**src/rtl/cfgio_params.svh**
```systemverilog
// Constants for the configurable pad bank
`ifndef CFGIO_PARAMS_SVH
`define CFGIO_PARAMS_SVH
`define CFGIO_NUM_PADS 10
`define CFGIO_PAD_JAM 1
`define CFGIO_PAD_TXCTL 3
`define CFGIO_PAD_TXMON 4
`define CFGIO_PAD_ALARM 5
`define CFGIO_PAD_BUZZ 6
`define CFGIO_ALT_MASK 10'h078
`define CFGIO_ALT_MASK_JAM 10'h002
`define CFGIO_OD_MASK 10'h300
`define CFGIO_MODE_RST 2'h0
`define CFGIO_LEVEL_RST 10'h300
`endif

```
**src/rtl/cfgio_pkg.sv**
```systemverilog
// Types for the configurable pad bank
package cfgio_pkg;
    typedef enum logic [1:0] {
        CFGIO_MODE_INPUT = 2'b00,
        CFGIO_MODE_OUTPUT = 2'b01,
        CFGIO_MODE_ALT = 2'b10
    } cfgio_mode_type;
endpackage : cfgio_pkg

```
**src/rtl/cfgio_bank.sv**
```systemverilog
// Ten-pad configurable digital I/O bank
//
// How it works
// - Each pad: input, output or alternate
// - Input pads read synchronised pad level
// - Output pads take writes, report driven level
// - Alternate pads 2, 5, 6, 7 follow internal function only
// - Alternate mode only where function exists
// - Pad 2 alternate drives jamming indication
// - Pad 4 alternate is transmit control input
// - Pad 5 alternate drives transmit monitor
// - Pad 6 alternate drives alarm indication
// - Pad 7 alternate drives buzzer tone
// - Monitor high while transmitter active
// - Pad 4 held low in alternate mode disables transmitter
`timescale 1ns/100ps
`include "cfgio_params.svh"
module cfgio_bank #(
    parameter int NUM_PADS = `CFGIO_NUM_PADS
) (
    input wire logic ref_clk_in,
    input wire logic rst_in,
    // Pad pins, three signals per pad
    input wire logic [NUM_PADS-1:0] pad_in,
    output logic [NUM_PADS-1:0] pad_out,
    output logic [NUM_PADS-1:0] pad_oe_out,
    // Configuration from firmware side
    input wire logic mode_wr_in,
    input wire logic [3:0] mode_pad_in,
    input wire logic [1:0] mode_val_in,
    input wire logic level_wr_in,
    input wire logic [NUM_PADS-1:0] level_mask_in,
    input wire logic [NUM_PADS-1:0] level_val_in,
    // Internal alternate-function sources
    input wire logic jamming_detect_in,
    input wire logic tx_active_in,
    input wire logic alarm_in,
    input wire logic buzzer_tone_in,
    // Readback and function results
    output logic [NUM_PADS-1:0] read_data_out,
    output logic [NUM_PADS-1:0] is_output_out,
    output logic [NUM_PADS-1:0] is_alt_out,
    output logic mode_err_out,
    output logic tx_disable_out
);
    // Fixed pad map cannot grow or shrink; the alternate
    // functions sit at hard-wired positions in the bank
    if (NUM_PADS != `CFGIO_NUM_PADS) begin : g_bad_width
        $error("cfgio_bank: NUM_PADS must be 10");
    end

    // The four-bit pad index cannot address more than 16 pads
    if (NUM_PADS > 16) begin : g_bad_index
        $error("cfgio_bank: NUM_PADS exceeds pad index range");
    end

    // Pad map, bit N-1 carries pad N:
    //   bit 0  pad 1, plain
    //   bit 1  pad 2, alternate jamming_detect_output
    //   bit 2  pad 3, plain
    //   bit 3  pad 4, alternate transmit control input
    //   bit 4  pad 5, alternate transmit_activity_monitor
    //   bit 5  pad 6, alternate alarm indication
    //   bit 6  pad 7, alternate buzzer tone
    //   bit 7  pad 8, plain
    //   bit 8  pad 9, open drain, pulled up outside
    //   bit 9  pad 10, open drain, pulled up outside
    //
    // Latency seen from the firmware side:
    //   a mode or level write taken on edge 0 moves the state
    //   on edge 0; pins and the mode view follow on edge 1.
    //   A pin change needs two synchroniser edges and one
    //   readback edge before it shows on read_data_out.
    // Trade-off: every output is registered, so the bank
    // costs one extra cycle but never glitches a pin.

    localparam logic [NUM_PADS-1:0] ALT_MASK = `CFGIO_ALT_MASK
        | `CFGIO_ALT_MASK_JAM;
    localparam logic [NUM_PADS-1:0] OD_MASK = `CFGIO_OD_MASK;
    // Pad 4 alternate is an input: never driven
    localparam logic [NUM_PADS-1:0] ALT_TXCTL = 10'h008;

    // Synchronised pins and per-pad state
    logic [NUM_PADS-1:0] pad_sync;
    logic [NUM_PADS-1:0] out_q;
    logic [NUM_PADS-1:0] alt_q;
    logic [NUM_PADS-1:0] level_q;
    // Combinational drive decision, registered before the pins
    logic [NUM_PADS-1:0] alt_level;
    logic [NUM_PADS-1:0] drive_level;
    logic [NUM_PADS-1:0] drive_en;
    logic mode_ok;

    // Pins come from outside; two flops first
    // Reset value 0 matches pads 1-8 reading low
    cfgio_sync #(
        .WIDTH(NUM_PADS)
    ) u_sync (
        .ref_clk_in(ref_clk_in),
        .rst_in(rst_in),
        .async_in(pad_in),
        .sync_out(pad_sync)
    );

    // Legal mode request for the addressed pad
    // Indices beyond the bank and code 3 are never legal
    function automatic logic cfgio_mode_legal(input logic [3:0] pad,
        input logic [1:0] mode);
        logic ok;
        ok = 1'b0;
        if (pad < 4'(NUM_PADS)) begin
            unique case (mode)
                cfgio_pkg::CFGIO_MODE_INPUT: ok = 1'b1;
                cfgio_pkg::CFGIO_MODE_OUTPUT: ok = 1'b1;
                cfgio_pkg::CFGIO_MODE_ALT: ok = ALT_MASK[pad];
                default: ok = 1'b0;
            endcase
        end
        return ok;
    endfunction : cfgio_mode_legal

    assign mode_ok = cfgio_mode_legal(mode_pad_in, mode_val_in);

    // Per-pad mode as two flags; illegal requests dropped
    always_ff @(posedge ref_clk_in or posedge rst_in) begin
        if (rst_in) begin
            out_q <= '0;
            alt_q <= '0;
        end else if (mode_wr_in && mode_ok) begin
            out_q[mode_pad_in] <=
                (mode_val_in == cfgio_pkg::CFGIO_MODE_OUTPUT);
            alt_q[mode_pad_in] <=
                (mode_val_in == cfgio_pkg::CFGIO_MODE_ALT);
        end
    end

    // Flag a refused mode request for one cycle
    // Firmware must sample it on the edge after the write;
    // it is not sticky, so a missed pulse is lost
    always_ff @(posedge ref_clk_in or posedge rst_in) begin
        if (rst_in) begin
            mode_err_out <= 1'b0;
        end else begin
            mode_err_out <= mode_wr_in && !mode_ok;
        end
    end

    // Output levels; writes land only on output pads
    // Pads 9 and 10 reset high so they come up released
    // when later switched to output
    always_ff @(posedge ref_clk_in or posedge rst_in) begin
        if (rst_in) begin
            level_q <= `CFGIO_LEVEL_RST;
        end else if (level_wr_in) begin
            level_q <= (level_q & ~(level_mask_in & out_q))
                | (level_val_in & level_mask_in & out_q);
        end
    end

    // Alternate sources; pad 4 is an input so drives nothing
    always_comb begin
        alt_level = '0;
        alt_level[`CFGIO_PAD_JAM] = jamming_detect_in;
        alt_level[`CFGIO_PAD_TXMON] = tx_active_in;
        alt_level[`CFGIO_PAD_ALARM] = alarm_in;
        alt_level[`CFGIO_PAD_BUZZ] = buzzer_tone_in;
    end

    // Level: internal source on alternate pads, else register
    always_comb begin
        drive_level = (alt_level & alt_q) | (level_q & ~alt_q);
    end

    // Enable: push-pull outputs and driven alternates; open
    // drain pads pull low only, so a high level releases them
    always_comb begin
        drive_en = (out_q & ~OD_MASK) | (alt_q & ~ALT_TXCTL);
        drive_en = drive_en | (out_q & OD_MASK & ~drive_level);
    end

    // Registered pad drive, released during reset
    always_ff @(posedge ref_clk_in or posedge rst_in) begin
        if (rst_in) begin
            pad_out <= '0;
            pad_oe_out <= '0;
        end else begin
            pad_out <= drive_level;
            pad_oe_out <= drive_en;
        end
    end

    // Readback: pin for inputs, driven value for outputs
    // Alternate pads read 0: their level belongs to the function
    always_ff @(posedge ref_clk_in or posedge rst_in) begin
        if (rst_in) begin
            read_data_out <= '0;
            is_output_out <= '0;
            is_alt_out <= '0;
        end else begin
            read_data_out <= (pad_sync & ~out_q & ~alt_q)
                | (level_q & out_q);
            is_output_out <= out_q;
            is_alt_out <= alt_q;
        end
    end

    // Transmit inhibit while pad 4 is in alternate mode and pulled low
    // Limitation: a low pulse shorter than a clock may be missed
    always_ff @(posedge ref_clk_in or posedge rst_in) begin
        if (rst_in) begin
            tx_disable_out <= 1'b0;
        end else begin
            tx_disable_out <= alt_q[`CFGIO_PAD_TXCTL]
                && !pad_sync[`CFGIO_PAD_TXCTL];
        end
    end
endmodule : cfgio_bank

```
**src/rtl/cfgio_sync.sv**
```systemverilog
// Two-flop synchroniser for pad inputs
`timescale 1ns/100ps
module cfgio_sync #(
    parameter int WIDTH = 10
) (
    input wire logic ref_clk_in,
    input wire logic rst_in,
    input wire logic [WIDTH-1:0] async_in,
    output logic [WIDTH-1:0] sync_out
);
    logic [WIDTH-1:0] meta_q;

    // First stage read only by second stage
    always_ff @(posedge ref_clk_in or posedge rst_in) begin
        if (rst_in) begin
            meta_q <= '0;
            sync_out <= '0;
        end else begin
            meta_q <= async_in;
            sync_out <= meta_q;
        end
    end
endmodule : cfgio_sync

```
**config.mk**
```make
export PLATFORM = sky130hd
export DESIGN_NAME = cfgio_bank
export DESIGN_NICKNAME = d
export VERILOG_FILES = /design/src/rtl/cfgio_pkg.sv /design/src/rtl/cfgio_bank.sv /design/src/rtl/cfgio_sync.sv
export VERILOG_INCLUDE_DIRS = /design/src /design/src/rtl
export SDC_FILE = /design/constraint.sdc
export NUM_CORES = 1
export LEC_CHECK = 0
export ABC_AREA = 1
export BUFFER_PORTS_ARGS = -buffer_cell sky130_fd_sc_hd__buf_4
export CAP_MARGIN = 15
export CELL_PAD_IN_SITES_DETAIL_PLACEMENT = 1
export CELL_PAD_IN_SITES_GLOBAL_PLACEMENT = 2
export CORE_UTILIZATION = 30
export CTS_BUF_LIST = sky130_fd_sc_hd__clkbuf_4
export DETAILED_ROUTE_END_ITERATION = 8
export GPL_TIMING_DRIVEN = 0
export PLACE_DENSITY_LB_ADDON = 0.1
export RECOVER_POWER = 100
export SETUP_SLACK_MARGIN = 0.1
export SYNTH_ARGS = -nofsm -noshare
export SYNTH_HDL_FRONTEND = slang
export SYNTH_SLANG_ARGS = --single-unit
export TNS_END_PERCENT = 10
```
**constraint.sdc**
```tcl
create_clock -name ref_clk_in -period 3.3 [get_ports ref_clk_in]
set_clock_uncertainty 0.1 [all_clocks]
set_input_delay 0.66 -clock ref_clk_in [delete_from_list [all_inputs] [get_ports ref_clk_in]]
set_output_delay 0.66 -clock ref_clk_in [all_outputs]
set_load 0.02 [all_outputs]
```
==> impl_metrics.json <==
{
  "status": "complete, no violations",
  "yosys-top-cells-area": "dfrtp_1 70%, nand2_1 6.9%, inv_1 5.3%, nand4_1 4.4%, o21ai_0 3.7%",
  "fin_tns_setup_ns": 0,
  "numClockSinks": 101,
  "syn_to_final_growth_pct": 22.5,
  "die-area_um2": 12200,
  "slowest_delay_ns": 0.93,
  "num_io_pins": 96,
  "synth.yosys.warnings": 0,
  "ir_worst_vdd_mv": 0.254,
  "p_switching_mw": 0.777,
  "grt_first_pass_wirelength_um": 12400,
  "crit_slowest_cell": "clkbuf_2",
  "synth_top_cell_by_area": "dfrtp_1",
  "worst_tran_pin_value_ns": 1.14,
  "dp.final_hpwl_um": 5500,
  "crit_path_cell_trace": "clkbuf_4, clkinvlp_2, clkbuf_2",
  "power_mw": 2.51,
  "ys_types": 20,
  "netSwitchingFraction_pct": 31.0,
  "fin_crit_ns": 2.05,
  "proportion_of_power_drawn_by_flip_flops_and_latches_pct": 58.7,
  "fp-row-count": 39,
  "finalWorstSetupSlack_ns": 1.25,
  "detail-route-antenna-nets": 0,
  "syn_nets": 364,
  "portion_of_synthesized_cell_area_occupied_by_the_leading_cell_type_pct": 70.5,
  "share_comb_of_total_power_pct": 18.3,
  "clock_latency_ns": 0.46,
  "num_vias": 2522,
  "tritoncts_clock_tree": "built",
  "place.detailed.instances": 558,
  "place.port_buffers": 93,
  "cts_max_path_buffers": 2,
  "timing.critical_path.from_type": "input pin",
  "syn_area_um2": 3520,
  "final_design_area_no_fill_um2": 4310,
  "route.final.wire_length_um": 7740,
  "cp-end-kind": "async pin",
  "worst-r2r-setup-slack_ns": 2.28,
  "grt_pass1_vias": 2538,
  "multi_input_comb_area_um2": 737,
  "worst_ep_arrival_time_ns": 2.39,
  "timing.final.max_slew_violations": 0,
  "cellInternalPower_mw": 1.73,
  "timing.max_slew.rel_slack_pct": 23.6,
  "critPathBufInv": 3,
  "critical_path.max_fanout": 43,
  "route.detailed.drc": 0,
  "number_of_antenna_diodes": 0,
  "preCtsSetupSlack_ns": 1.26,
  "cts_max_level": 3,
  "detail_route.vias_per_cell": 4.39,
  "timing.max_cap.violations": 0,
  "layout.filler_cells": 1345,
  "synth_cells": 320,
  "dieWidth_um": 110,
  "path_clk_slew_ns": 0.14,
  "layout_worst_path_cycle_share_pct": 62.1,
  "place.gp.congestion": 0.789,
  "floorplan.initialDensity_pct": 30.8,
  "unrepaired_setup_endpoints_after_global_routing": "false",
  "timing.critical_path.max_delay_family": "buffers and inverters",
  "post-cts-setup-buffer-count": 0,
  "dieHeight_um": 110,
  "layoutNonFillerInstCount": 574,
  "clkPwrFrac_pct": 22.9,
  "power_density_nw_per_um2": 582,
  "routedWlPerCell_um": 13.5,
  "min_path_type": "in -> reg",
  "grt-ovfl-total": 0,
  "groute.usage.overall_pct": 13.9,
  "syn_area_per_cell_um2": 11.0,
  "final_nets": 470,
  "root_buffer": "clkbuf_4",
  "max_freq_ghz": 0.488,
  "core-area_um2": 11400,
  "power.static_leakage_nw": 2.14,
  "synth_seq_area_share_pct": 72.0,
  "sequential_cell_area_in_the_final_layout_um2": 2530,
  "criticalPathCategory": "in -> async",
  "number_of_antenna_violations_at_the_first_check_in_global_routing": 0,
  "placed_area_um2": 4440,
  "drt_pre_antenna_iters": 4,
  "cts_hold_repair.buffers": 0,
  "layout.cells.most_common_list": "99 x dfrtp_1, 66 x nand2_1, 57 x clkbuf_1",
  "ys_seq_elements": 101,
  "cts_inserted_buffers": 9,
  "final_hold_viol_count": 0,
  "dr.first_iter.drc_count": 76,
  "post_cts_resized": 0,
  "worst-endpoint-required_ns": 3.64,
  "setup_viol_count_final": 0,
  "final_common_cell": "dfrtp_1",
  "final_layout_size_suffix_gt1_share_pct": 15.5,
  "grt_max_degree": 44
}
-- cell type report --
cell class / instances / share of cell area (%)
plain buffers: 6 / 0.639
clock buffers: 13 / 2.27
clock inverters: 3 / 0.320
inverters: 52 / 4.56
multi-input cells: 161 / 17.1
flip-flops and latches: 101 / 58.8
well taps: 143 / 4.16
repair buffers: 95 / 12.2
-- path summary, 6_finish.rpt --
kind | end | from | cells after the start
min in group asynchronous | u_sync.meta_q[5] | rst_in | 2
setup reg to reg | level_q[3] | out_q[3] | 3
setup / recovery | out_q[7] | rst_in | 3
hold reg to reg | u_sync.sync_out[4] | u_sync.meta_q[4] | 0
max in group ref_clk_in | out_q[0] | mode_pad_in[2] | 9
hold / removal | u_sync.meta_q[0] | pad_in[0] | 1
-- per-layer routing --
layer  GRT usage (%)  vias up  share of wire, %
li1                -     1227                 -
met1            17.7     1224                46
met2            21.0       59                46
met3            4.00       12               5.7
met4            7.61        0               2.2
met5               0        -                 0
-- synthesized netlist by cell type (all sizes together) --
cell	number
a21oi	2
buf	3
clkbuf	3
dfrtp	99
dfstp	2
inv	52
nand2	67
nand3	20
nand4	25
nor2	18
nor3	2
o21ai	26
or2	1
-- worst reg2reg max path, delay by kind of cell, from the launching register on --
family / cells / cell delay, ns
AOI/OAI and AO/OA: 1 / 0.20
and+or+nand+nor: 1 / 0.12
buffers and inverters: 1 / 0.05
DFF: 1 / 0.46
-- sequential cells by signal (all words and copies together) (netlist names), 10 cells and up --
name,cells
u_sync.sync_out,10
u_sync.meta_q,10
pad_out,10
level_q,10
is_output_out,10
read_data_out,10
out_q,10
alt_q,10
is_alt_out,10
-- through the flow --
| step | util [%] | hold slack, ns |
|---|---|---|
| floorplan | - | 0.231 |
| global placement | 38.5 | 0.232 |
| detailed placement | 38.9 | 0.236 |
| CTS | 39.8 | 0.122 |
| global route | 37.7 | 0.167 |
| finish | 37.7 | 0.212 |
-- power by group through the flow --
stage	sequential, mW	combinational, mW	clock [mW]
finish	1.47	0.460	0.575
global route	1.50	0.528	0.658
CTS	1.48	0.562	0.610
detailed placement	1.50	0.562	0
global placement	1.50	0.547	0
floorplan	1.61	0.183	0
-- kinds of logic after synthesis --
group,count (synthesis),synth area share [%]
AOI/OAI and AO/OA,28,4.31
DFF,101,72.0
and+or+nand+nor,133,17.2
buffers and inverters,58,6.55
No activity file was read; power rests on OpenSTA's default activity.
